--- src/design/wdt_pkg.sv ---
/*
 Watchdog package: register offsets, option-byte field positions, service and read-back
 values, reset values and the start-up count.
 Assumes 32-bit AHB-Lite with one aligned word per register.
*/
package wdt_pkg;
   // ----------------------------------------------------------------
   // Register offsets
   // ----------------------------------------------------------------
   localparam logic [7:0] KICK_OFFSET = 8'h00;
   localparam logic [7:0] IMS_OFFSET = 8'h04;
   localparam logic [7:0] IXS_OFFSET = 8'h08;
   localparam logic [7:0] CAUSE_OFFSET = 8'h0C;
   localparam logic [7:0] COUNT_OFFSET = 8'h10;
   localparam logic [7:0] OPTION_BYTE_OFFSET = 8'h80;
   // ----------------------------------------------------------------
   // Field positions
   // ----------------------------------------------------------------
   localparam int OSC_LOCK_BIT = 0;
   localparam int PERIOD_SEL_LSB = 1;
   localparam int RUN_EN_BIT = 4;
   localparam int WINDOW_LOW_BIT = 5;
   localparam int WINDOW_HIGH_BIT = 6;
   localparam int KICK_BITOP_BIT = 8;
   localparam int FLAG_BIT = 4;
   // ----------------------------------------------------------------
   // Values
   // ----------------------------------------------------------------
   localparam logic [7:0] SERVICE_VALUE = 8'hAC;
   localparam logic [7:0] READ_RUN_ON = 8'h9A;
   localparam logic [7:0] READ_RUN_OFF = 8'h1A;
   localparam logic [1:0] WINDOW_FULL = 2'h3;
   localparam logic [15:0] EXEMPT_BASE = 16'hFB00;
   localparam logic [16:0] COUNT_ALL_ONES = 17'h1FFFF;
   localparam logic [2:0] PERIOD_SEL_MAX = 3'h7;
   localparam logic [15:0] IMS_RESET = 16'hC000;
   localparam logic [15:0] IXS_RESET = 16'hF000;
   localparam logic [2:0] BOOT_CYCLES = 3'h4;
   localparam logic HRESP_OKAY = 1'b0;
endpackage : wdt_pkg

--- src/design/pin_sync.sv ---
/*
 Three-stage synchroniser for pins; the output changes once stages two and three agree.
 Assumes a slow, static or debounced input relative to hclk.
*/
`timescale 1ns/100ps
module pin_sync #(
   parameter int W = 1
) (
   input wire logic hclk,
   input wire logic hresetn,
   input wire logic ce,
   input wire logic [W-1:0] d,
   output logic [W-1:0] q
);
   import wdt_pkg::*;
   typedef struct packed {
      logic [W-1:0] s1;
      logic [W-1:0] s2;
      logic [W-1:0] s3;
      logic [W-1:0] q;
   } sync_state_t;
   sync_state_t r;
   sync_state_t n;
   always_comb begin
      n = r;
      n.s1 = d;
      n.s2 = r.s1;
      n.s3 = r.s2;
      if (r.s2 == r.s3) begin
         n.q = r.s3;
      end
   end
   always_ff @(posedge hclk or negedge hresetn) begin
      if (!hresetn) begin
         r <= '0;
      end else if (ce) begin
         r <= n;
      end
   end
   assign q = r.q;
endmodule : pin_sync

--- src/design/area_check.sv ---
/*
 Address legality check against the configured code and RAM areas.
 Assumes 16-bit CPU addresses; the upper exempt range applies only when asked.
*/
`timescale 1ns/100ps
module area_check (
   input wire logic [15:0] addr,
   input wire logic [15:0] rom_end,
   input wire logic [15:0] ram_start,
   input wire logic exempt_en,
   output logic legal
);
   import wdt_pkg::*;
   assign legal = (addr < rom_end) || (addr >= ram_start) || (exempt_en && addr >= EXEMPT_BASE);
endmodule : area_check

--- src/design/windowed_watchdog.sv ---
/*
 Windowed watchdog with access guard, AHB-Lite register slave, low-speed clock pin
 sampled on hclk.
 Assumes a static option-byte strap, CPU fetch and data strobes on hclk and a
 system reset block that acts on wdt_reset_req.
*/
`timescale 1ns/100ps
module windowed_watchdog (
   input wire logic hclk,
   input wire logic hresetn,
   input wire logic ce,
   input wire logic hsel,
   input wire logic [31:0] haddr,
   input wire logic [1:0] htrans,
   input wire logic hwrite,
   input wire logic [2:0] hsize,
   input wire logic [31:0] hwdata,
   input wire logic hready,
   output logic hreadyout,
   output logic hresp,
   output logic [31:0] hrdata,
   input wire logic [7:0] option_byte_pins,
   input wire logic lowspeed_clk_pin,
   input wire logic halt_mode,
   input wire logic stop_mode,
   input wire logic lowspeed_osc_halt,
   input wire logic fetch_valid,
   input wire logic [15:0] fetch_addr,
   input wire logic data_valid,
   input wire logic [15:0] data_addr,
   output logic wdt_reset_req,
   output logic watchdog_reset_flag
);
   import wdt_pkg::*;

   // ----------------------------------------------------------------
   // State
   // ----------------------------------------------------------------
   typedef struct packed {
      logic [2:0] boot;
      logic opt_valid;
      logic [7:0] opt;
      logic [16:0] count;
      logic ls_prev;
      logic kicked_once;
      logic clr_pend;
      logic err_pend;
      logic flag;
      logic [15:0] internal_memory_size_register;
      logic [15:0] expansion_ram_size_register;
      logic wr_pend;
      logic [7:0] wr_addr;
      logic [31:0] rdata;
      logic req;
   } wdt_state_t;

   localparam wdt_state_t STATE_RESET = '{
      boot: 3'h0, opt_valid: 1'b0, opt: 8'h00, count: 17'h00000, ls_prev: 1'b0,
      kicked_once: 1'b0, clr_pend: 1'b0, err_pend: 1'b0, flag: 1'b0,
      internal_memory_size_register: IMS_RESET, expansion_ram_size_register: IXS_RESET, wr_pend: 1'b0, wr_addr: 8'h00,
      rdata: 32'h00000000, req: 1'b0};

   wdt_state_t r;
   wdt_state_t n;

   logic ls_q;
   logic [7:0] opt_q;
   logic fetch_legal;
   logic data_legal;
   logic en;
   logic held;
   logic running;
   logic tick;
   logic take;
   logic kick_wr;
   logic kick_bad;
   logic kick_ok;
   logic overflow_hit;
   logic fetch_bad;
   logic data_bad;
   logic req_now;
   logic window_open;
   logic [2:0] period_sel;
   logic [16:0] last_count;
   logic [31:0] rd;

   // ----------------------------------------------------------------
   // Pin synchronisers and area checks
   // ----------------------------------------------------------------
   pin_sync #(.W(1)) u_ls_sync (
      .hclk(hclk),
      .hresetn(hresetn),
      .ce(ce),
      .d(lowspeed_clk_pin),
      .q(ls_q)
   );

   pin_sync #(.W(8)) u_opt_sync (
      .hclk(hclk),
      .hresetn(hresetn),
      .ce(ce),
      .d(option_byte_pins),
      .q(opt_q)
   );

   area_check u_fetch_check (
      .addr(fetch_addr),
      .rom_end(r.internal_memory_size_register),
      .ram_start(r.expansion_ram_size_register),
      .exempt_en(1'b0),
      .legal(fetch_legal)
   );

   area_check u_data_check (
      .addr(data_addr),
      .rom_end(r.internal_memory_size_register),
      .ram_start(r.expansion_ram_size_register),
      .exempt_en(1'b1),
      .legal(data_legal)
   );

   // ----------------------------------------------------------------
   // Decode of mode and events
   // ----------------------------------------------------------------
   always_comb begin
      en = r.opt_valid && r.opt[RUN_EN_BIT];
      held = !r.opt[OSC_LOCK_BIT] && (halt_mode || stop_mode || lowspeed_osc_halt);
      running = en && !held;
      tick = ls_q && !r.ls_prev;
      window_open = {r.opt[WINDOW_HIGH_BIT], r.opt[WINDOW_LOW_BIT]} == WINDOW_FULL;
      period_sel = r.opt[PERIOD_SEL_LSB +: 3];
      last_count = COUNT_ALL_ONES >> (PERIOD_SEL_MAX - period_sel);
      take = hsel && hready && htrans[1];
      kick_wr = r.wr_pend && (r.wr_addr == KICK_OFFSET);
      kick_bad = kick_wr && (hwdata[KICK_BITOP_BIT]
         || (hwdata[7:0] != SERVICE_VALUE)
         || (r.kicked_once && !window_open));
      kick_ok = kick_wr && !kick_bad;
      overflow_hit = running && tick && !r.clr_pend && (r.count == last_count);
      fetch_bad = en && fetch_valid && !fetch_legal;
      data_bad = en && data_valid && !data_legal;
      req_now = overflow_hit || fetch_bad || data_bad
         || (running && (kick_bad || r.err_pend));
   end

   // ----------------------------------------------------------------
   // Read mux
   // ----------------------------------------------------------------
   always_comb begin
      rd = 32'h00000000;
      unique case (haddr[7:0])
         KICK_OFFSET: rd = {24'h000000, en ? READ_RUN_ON : READ_RUN_OFF};
         IMS_OFFSET: rd = {16'h0000, r.internal_memory_size_register};
         IXS_OFFSET: rd = {16'h0000, r.expansion_ram_size_register};
         CAUSE_OFFSET: rd = {27'h0000000, r.flag, 4'h0};
         COUNT_OFFSET: rd = {15'h0000, r.count};
         OPTION_BYTE_OFFSET: rd = {24'h000000, r.opt};
         default: rd = 32'h00000000;
      endcase
   end

   // ----------------------------------------------------------------
   // Next state
   // ----------------------------------------------------------------
   always_comb begin
      n = r;
      n.req = 1'b0;
      n.ls_prev = ls_q;
      if (!r.opt_valid) begin
         if (r.boot == BOOT_CYCLES) begin
            n.opt = opt_q;
            n.opt_valid = 1'b1;
         end else begin
            n.boot = r.boot + 3'h1;
         end
      end
      n.wr_pend = take && hwrite;
      if (take) begin
         n.wr_addr = haddr[7:0];
      end
      if (take && !hwrite) begin
         n.rdata = rd;
         if (haddr[7:0] == CAUSE_OFFSET) begin
            n.flag = 1'b0;
         end
      end
      if (r.wr_pend && r.wr_addr == IMS_OFFSET) begin
         n.internal_memory_size_register = hwdata[15:0];
      end
      if (r.wr_pend && r.wr_addr == IXS_OFFSET) begin
         n.expansion_ram_size_register = hwdata[15:0];
      end
      if (running && tick) begin
         if (r.clr_pend) begin
            n.count = 17'h00000;
            n.clr_pend = 1'b0;
         end else if (r.count != last_count) begin
            n.count = r.count + 17'h00001;
         end
      end
      if (en && kick_ok) begin
         n.clr_pend = 1'b1;
         n.kicked_once = 1'b1;
      end
      if (en && kick_bad && !running) begin
         n.err_pend = 1'b1;
      end
      if (req_now) begin
         n.req = 1'b1;
         n.count = 17'h00000;
         n.clr_pend = 1'b0;
         n.err_pend = 1'b0;
         n.kicked_once = 1'b0;
         n.flag = 1'b1;
      end
   end

   always_ff @(posedge hclk or negedge hresetn) begin
      if (!hresetn) begin
         r <= STATE_RESET;
      end else if (ce) begin
         r <= n;
      end
   end

   // ----------------------------------------------------------------
   // Outputs
   // ----------------------------------------------------------------
   assign hreadyout = ce;
   assign hresp = HRESP_OKAY;
   assign hrdata = r.rdata;
   assign wdt_reset_req = r.req;
   assign watchdog_reset_flag = r.flag;
endmodule : windowed_watchdog

--- config.mk ---
export PLATFORM = sky130hd
export DESIGN_NAME = windowed_watchdog
export DESIGN_NICKNAME = d
export VERILOG_FILES = /design/src/design/wdt_pkg.sv /design/src/design/pin_sync.sv /design/src/design/area_check.sv /design/src/design/windowed_watchdog.sv
export SDC_FILE = /design/constraint.sdc
export NUM_CORES = 1
export LEC_CHECK = 0
export ABC_AREA = 1
export BUFFER_PORTS_ARGS = -buffer_cell sky130_fd_sc_hd__buf_2
export CORE_ASPECT_RATIO = 0.7
export CORE_MARGIN = 8
export CORE_UTILIZATION = 52
export CTS_BUF_LIST = sky130_fd_sc_hd__clkbuf_2 sky130_fd_sc_hd__clkbuf_4 sky130_fd_sc_hd__clkbuf_8
export DETAILED_ROUTE_END_ITERATION = 6
export GPL_ROUTABILITY_DRIVEN = 0
export PLACE_DENSITY = 0.79
export SYNTH_ARGS = -nofsm -noshare
export SYNTH_HDL_FRONTEND = slang
export SYNTH_SLANG_ARGS = --single-unit
--- constraint.sdc ---
create_clock -name hclk -period 2.1 [get_ports hclk]
set_clock_uncertainty 0.2 [all_clocks]
set_input_delay 0.42 -clock hclk [delete_from_list [all_inputs] [get_ports hclk]]
set_output_delay 0.42 -clock hclk [all_outputs]
set_load 0.1 [all_outputs]
Yosys cells after proc, flatten, opt, wreduce, memory -nomap -nowiden

Cells that the tools add are included.

Register bits: 144
Input bits: 121
Output and inout port bits: 36

$add $sub $neg: 3
$lt $le $gt $ge: 5
Eq/ne operators: 14
Shifts and indexed selects: 1
Multiplexer cells: 15
Bitwise logic cells: 2
Reduce and logical (&&, ||, !) cells: 68

Operators by type and width:

| cell                                                                  | count |
|---|---|
| 17-bit case mux with 6 select lines                                   | 1 |
| 17-bit 2-to-1 mux                                                     | 4 |
| 16-bit >= comparator                                                  | 2 |
| 16-bit < comparator                                                   | 2 |
| 1-bit logical AND                                                     | 25 |
| 8-bit by 4-bit equality test with 1-bit output, second input constant | 3 |
| 9-bit 2-to-1 mux                                                      | 2 |
| 2-bit AND reduction                                                   | 9 |
| 17-bit by 1-bit adder with 17-bit output, second input constant       | 1 |
| 17-bit equality test                                                  | 1 |
| 17-bit != test                                                        | 1 |
| 17-bit by 3-bit >> shifter with 17-bit output, first input constant   | 1 |
| 8-bit by 3-bit equality test with 1-bit output, second input constant | 2 |
| 16-bit >= comparator, second input constant                           | 1 |
| 8-bit logical NOT                                                     | 2 |
| 3-bit AND reduction                                                   | 4 |
| 1-bit logical OR                                                      | 11 |
| 1-bit logical NOT                                                     | 10 |
| 2-bit nonzero test                                                    | 5 |
| 8-bit by 5-bit equality test with 1-bit output, second input constant | 1 |
| 8-bit equality test                                                   | 1 |
| 8-bit equality test, second input constant                            | 1 |
| 8-bit 2-to-1 mux                                                      | 1 |
| 8-bit != test, second input constant                                  | 1 |
| other kinds (10)                                                      | 16 |

Longest topological paths before layout

Word-level depth: 13
Mapped depth: 16
Gate-level depth less buffers: 15

Modules after synthesis

From an unflattened synthesis, not the netlist that was laid out.

Cell total of the unflattened synthesis: 1157
Area, all modules: 8565.7 µm²

By module, submodules not included:

| module                | times used | cells an instance | area an instance (µm²) |
|---|---|---|---|
| windowed_watchdog     | 1          | 682               | 5270.1 |
| area_check            | 2          | 140               | 837.1 |
| pin_sync (u_opt_sync) | 1          | 175               | 1457.6 |
| pin_sync (u_ls_sync)  | 1          | 20                | 163.9 |

Worst setup path after synthesis

Ideal clock, no wire load.

Path kind: flip-flop to flip-flop
Start point: reg r[55] (netlist bit)
End point: reg r[82] (netlist bit)
Arrival: 1.784 ns
Data required time: 1.781 ns
Path slack: -0.003 ns
Stages on the path, launching flop included: 15
Buffers on the path: 1
Cell sequence: dfstp_2 -> inv_1 -> ha_1 -> nand2_1 -> inv_1 -> o21ai_0 -> and2_1 -> nand3_1 -> a21oi_1 -> nand2_1 -> nand3_2 -> nand2_2 -> buf_6 -> nand3_1 -> nand2_1

Longest elaborated chain between the ends: 9
Elaborated cells between the ends (all ways): 16
Those cells by class: 2 x order compare; 1 x mux; 13 x reduce/logical

RTL lines:

| element                                                                   | RTL line                                           | source |
|---|---|---|
| start: declaration                                                        | windowed_watchdog.sv:63                            | `wdt_state_t r;` |
| start signal: assignment                                                  | windowed_watchdog.sv:222                           | `r <= n;` |
| 16-bit >= comparator                                                      | area_check.sv:14                                   | `assign legal = (addr < rom_end) \|\| (addr >= ram_start) \|\| (exempt_en && addr >= EXEMPT_BASE);` |
| 1-bit logical OR                                                          | area_check.sv:14                                   |  |
| 1-bit logical NOT or 1-bit logical OR (tied branches)                     | windowed_watchdog.sv:140, area_check.sv:14         |  |
| 1-bit logical AND or 1-bit logical NOT (tied branches)                    | windowed_watchdog.sv:140, windowed_watchdog.sv:141 |  |
| 1-bit logical OR or 1-bit logical AND (tied branches)                     | windowed_watchdog.sv:142, windowed_watchdog.sv:141 |  |
| 1-bit logical OR *                                                        | windowed_watchdog.sv:142                           | `req_now = overflow_hit \|\| fetch_bad \|\| data_bad` |
| 1-bit logical OR *                                                        | windowed_watchdog.sv:143                           | `\|\| (running && (kick_bad \|\| r.err_pend));` |
| 3-bit nonzero test (no source line) or 2-bit nonzero test (tied branches) | --                                                 |  |
| 3-bit AND reduction (no source line)                                      | --                                                 |  |

Mark *: on every way between the ends. The rest lies on a longest branch, timed or not.
A chain may end at the register's enable or synchronous reset.

Worst setup path after layout

Start point: reg r[73] (netlist bit)
End point: reg r[88] (netlist bit)

Longest elaborated chain between the ends: 9
Elaborated cells between the ends (all ways): 16
Those cells by class: 2 x order compare; 1 x mux; 13 x reduce/logical

RTL lines:

| element                                                                   | RTL line |
|---|---|
| 16-bit < comparator                                                       | area_check.sv:14 |
| 1-bit logical OR                                                          | area_check.sv:14 |
| 1-bit logical NOT or 1-bit logical OR (tied branches)                     | windowed_watchdog.sv:140, area_check.sv:14 |
| 1-bit logical AND or 1-bit logical NOT (tied branches)                    | windowed_watchdog.sv:140, windowed_watchdog.sv:141 |
| 1-bit logical OR or 1-bit logical AND (tied branches)                     | windowed_watchdog.sv:142, windowed_watchdog.sv:141 |
| 1-bit logical OR *                                                        | windowed_watchdog.sv:142 |
| 1-bit logical OR *                                                        | windowed_watchdog.sv:143 |
| 3-bit nonzero test (no source line) or 2-bit nonzero test (tied branches) | -- |
| 3-bit AND reduction (no source line)                                      | -- |

Marked as above.

==> flow_summary.json <==
{
  "grt_busiest_layer": "met2",
  "clock_latency_ns": 0.46,
  "postSynthRegisterBits": 129,
  "ys_seq_area_frac": 0.406,
  "fmax_ghz": 0.409,
  "setup.worst_path.class": "register to register",
  "finalMaxSlewViolations": 0,
  "most_common_flop_cell_mapped_by_yosys": "dfrtp_1",
  "layout_commonest_cell": "nand2_1",
  "row_count": 38,
  "r2r_cells": 12,
  "tritoncts_clock_tree": "yes",
  "antenna_cells": 0,
  "finalWorstSetupSlack_ns": -0.347,
  "crit_required_ns": 2.29,
  "p_leak_uw": 0.00503,
  "synth_async_sr_flop_share": 1.00,
  "drv.max_cap_violation_count": 0,
  "critical_path.reg2reg.startpoint": "r[73]",
  "crit_top_cell": "nand2_1",
  "final-instance-count-excl-fill": 1418,
  "violated_checks": "design-rule violations, negative setup slack",
  "wl_per_cell_um": 15.6,
  "placeable_core_region_mm2": 0.0153,
  "die_width_um": 164,
  "cp-endpoint": "r[88]",
  "grt_overflow_total": 0,
  "setup_viol": 22,
  "port_buffer_count": 96,
  "crit_chain": "inv_1, ha_4, a21oi_1, o21ai_0, a21oi_2, nand2_1, nand2_2, nand3_4, buf_4, nor2_4, nand2_1, nand2_1",
  "cts_buffers": 17,
  "num_vias": 7555,
  "htreeDepth": 4,
  "cp.buffers_inverters": 2,
  "setup_repair_after_global_routing_missed_its_margin": "true",
  "critical_path.top_delay_family": "simple AND/OR/NAND/NOR gates",
  "tcrit_tclk_final": 1.17,
  "post-place-cells": 1365,
  "post_synth_num_cell_types": 40,
  "number_of_antenna_violations_at_the_first_check_in_global_routing": 0,
  "r2r_setup_slack_ns": -0.35,
  "max_stage_delay_ns": 0.55,
  "clockRootBuffer": "clkbuf_8",
  "count_of_flip_flops_with_a_built_in_enable_after_synthesis": 0,
  "syn-cell-area_mm2": 0.00797,
  "synthesis_warnings": 0,
  "critical_path.max_fanout": 5,
  "timing.rr.end": "r[88]",
  "setup-tns-final_ns": -6.12,
  "layout-drive-gt1-share": 0.243,
  "area_growth_synth_to_finish_pct": 24.4,
  "most_frequent_cells_in_the_layout": "nand2_1 (268), inv_1 (130), dfrtp_1 (123)",
  "status": "finished with violations",
  "dpl.hpwl_um": 16000,
  "class_of_the_tightest_hold_or_removal_check": "primary input to register",
  "grt_use_met3": 0.0571,
  "drt_pre_antenna_iters": 7,
  "drt-total-wl_um": 22100,
  "floorplan.initialDensity": 0.522,
  "worst_hold_slack_ns": 0.0225,
  "number_of_global_route_vias_before_repair": 7093,
  "synthesis.instances": 1041,
  "postRouteAntennaNets": 0,
  "grt_first_pass_wirelength_um": 34300,
  "final_critical_delay_including_setup_and_external_delays_ns": 2.45,
  "ir_drop_mv": 0.541,
  "groute.layer.met2.usage": 0.331,
  "die-height_um": 120,
  "p_per_cell_area_mw_per_mm2": 734,
  "area_of_the_die_mm2": 0.0196,
  "cp-startpoint": "r[73]",
  "final_hold_viol_count": 0,
  "cts_num_sinks": 129,
  "post-route-drc-count": 14,
  "routed_via_density": 5.33,
  "grtUsageMet1": 0.302,
  "clock_tree.buffer_depth": 2,
  "grt_start_max_net_pins": 37,
  "dr.first_iter.drc_count": 750,
  "io_pins": 157,
  "syn_area_per_cell_um2": 7.65,
  "endpoint_kind": "register",
  "nNetsFinal": 1391,
  "timing.critical_path.arrival_ns": 2.64,
  "grt.total_usage": 0.217,
  "critical_path.slowest_cell": "dfstp_2",
  "cts.clk_slew.worst_paths_ns": 0.09,
  "worstSetupStartpointType": "register",
  "critical_path_depth": 12
}
## layer usage
layer / wire, um / up-vias / share of wire
li1: - / 3648 / -
met4: 463 / 0 / 0.021
met2: 9570 / 392 / 0.43
met3: 2160 / 67 / 0.098
met1: 9900 / 3448 / 0.45
met5: 0 / - / 0
## power by group
part / internal (uW) / leakage, uW / switching (uW)
logic: 760 / 0.00316 / 1280
registers: 2810 / 0.00167 / 209
clock network: 1110 / 0.000200 / 1100
total: 4680 / 0.00503 / 2600
## stage by stage
| stage | util | worst slack, ns | total power [uW] | instance area, um^2 |
|---|---|---|---|---|
| 2_1_floorplan | - | 0.000508 | 4180 | 8040 |
| 3_5_place_dp | 0.590 | -0.364 | 4880 | 9010 |
| 5_1_grt | 0.649 | -0.354 | 7600 | 9910 |
| 4_1_cts | 0.640 | -0.168 | 7180 | 9770 |
| 3_3_place_gp | 0.590 | -0.299 | 4800 | 9010 |
| 6_report | 0.649 | -0.347 | 7270 | 9910 |
## cells by family (layout without fill, tap and decap cells)
group,count (synthesis),after routing,share of synthesized area
AO/OA/AOI/OAI,181,181,0.122
adder cells (fa/ha/maj),65,65,0.102
XOR/XNOR,12,12,0.0132
AND/OR/NAND/NOR,443,443,0.237
other,1,16,0.000471
flip-flops,129,129,0.406
buffers and inverters,210,372,0.119
## cells in the mapped netlist (2+ instances only)
library cell / number / area share
a21oi_1: 48 / 0.030
a221oi_1: 2 / 0.0022
and2_1: 2 / 0.0016
buf_2: 3 / 0.0019
buf_4: 36 / 0.034
buf_6: 3 / 0.0042
clkbuf_1: 21 / 0.0099
dfrtp_1: 123 / 0.39
dfstp_2: 6 / 0.020
ha_1: 65 / 0.10
inv_1: 143 / 0.067
inv_2: 4 / 0.0019
nand2_1: 277 / 0.13
nand3_1: 32 / 0.020
nand3_2: 9 / 0.011
nand3b_1: 2 / 0.0019
nand4_1: 22 / 0.017
nor2_1: 74 / 0.035
nor2_2: 4 / 0.0031
nor2_4: 2 / 0.0028
nor3_1: 15 / 0.0094
nor4_1: 2 / 0.0016
o211ai_1: 3 / 0.0028
o21ai_0: 90 / 0.057
o21ai_1: 12 / 0.0075
o21bai_1: 2 / 0.0019
o22ai_1: 16 / 0.013
xnor2_1: 4 / 0.0044
xor2_1: 8 / 0.0088
## how the worst min path moves through the flow
stage	startpoint	cells after the start	to
2_1_floorplan	hresetn	0	hrdata[0]
3_3_place_gp	hresetn	1	hrdata[8]
3_5_place_dp	hresetn	1	hrdata[10]
4_1_cts	hwdata[14]	3	r[56]
5_1_grt	hwdata[14]	3	r[56]
6_report	hwdata[14]	3	r[56]
## registers in the layout (all words and copies together) (netlist names)
signal and count:
hrdata 17, period_sel 3, r 71, u_ls_sync.n 2
u_ls_sync.q 1, u_ls_sync.r 1, u_opt_sync.n 16, u_opt_sync.q 8
u_opt_sync.r 8, watchdog_reset_flag 1, wdt_reset_req 1
## area by class of cell
class,count,area (um^2)
clock buffer,19,249
clock inverter,13,153
fill,1251,5350
inverter,147,572
multi-input combinational,717,4100
sequential,129,3240
tap,200,250
timing repair buffer,193,1350
## what timing repair did
action                                  4_1_cts  5_1_grt
pin swaps                                    20       17
gates resized for setup                      48       30
hold buffers                                 13        0
cloned                                        2        0
endpoints found under the hold margin        34        0
endpoints found under the setup margin       22       22
buffers inserted                              5        1
## tightest hold or removal path: cells and delay by family
kind	cells	cell delay, ns
AO/OA/AOI/OAI	1	0.09
buffers and inverters	2	0.17
Power figures use the tool's default switching activity.
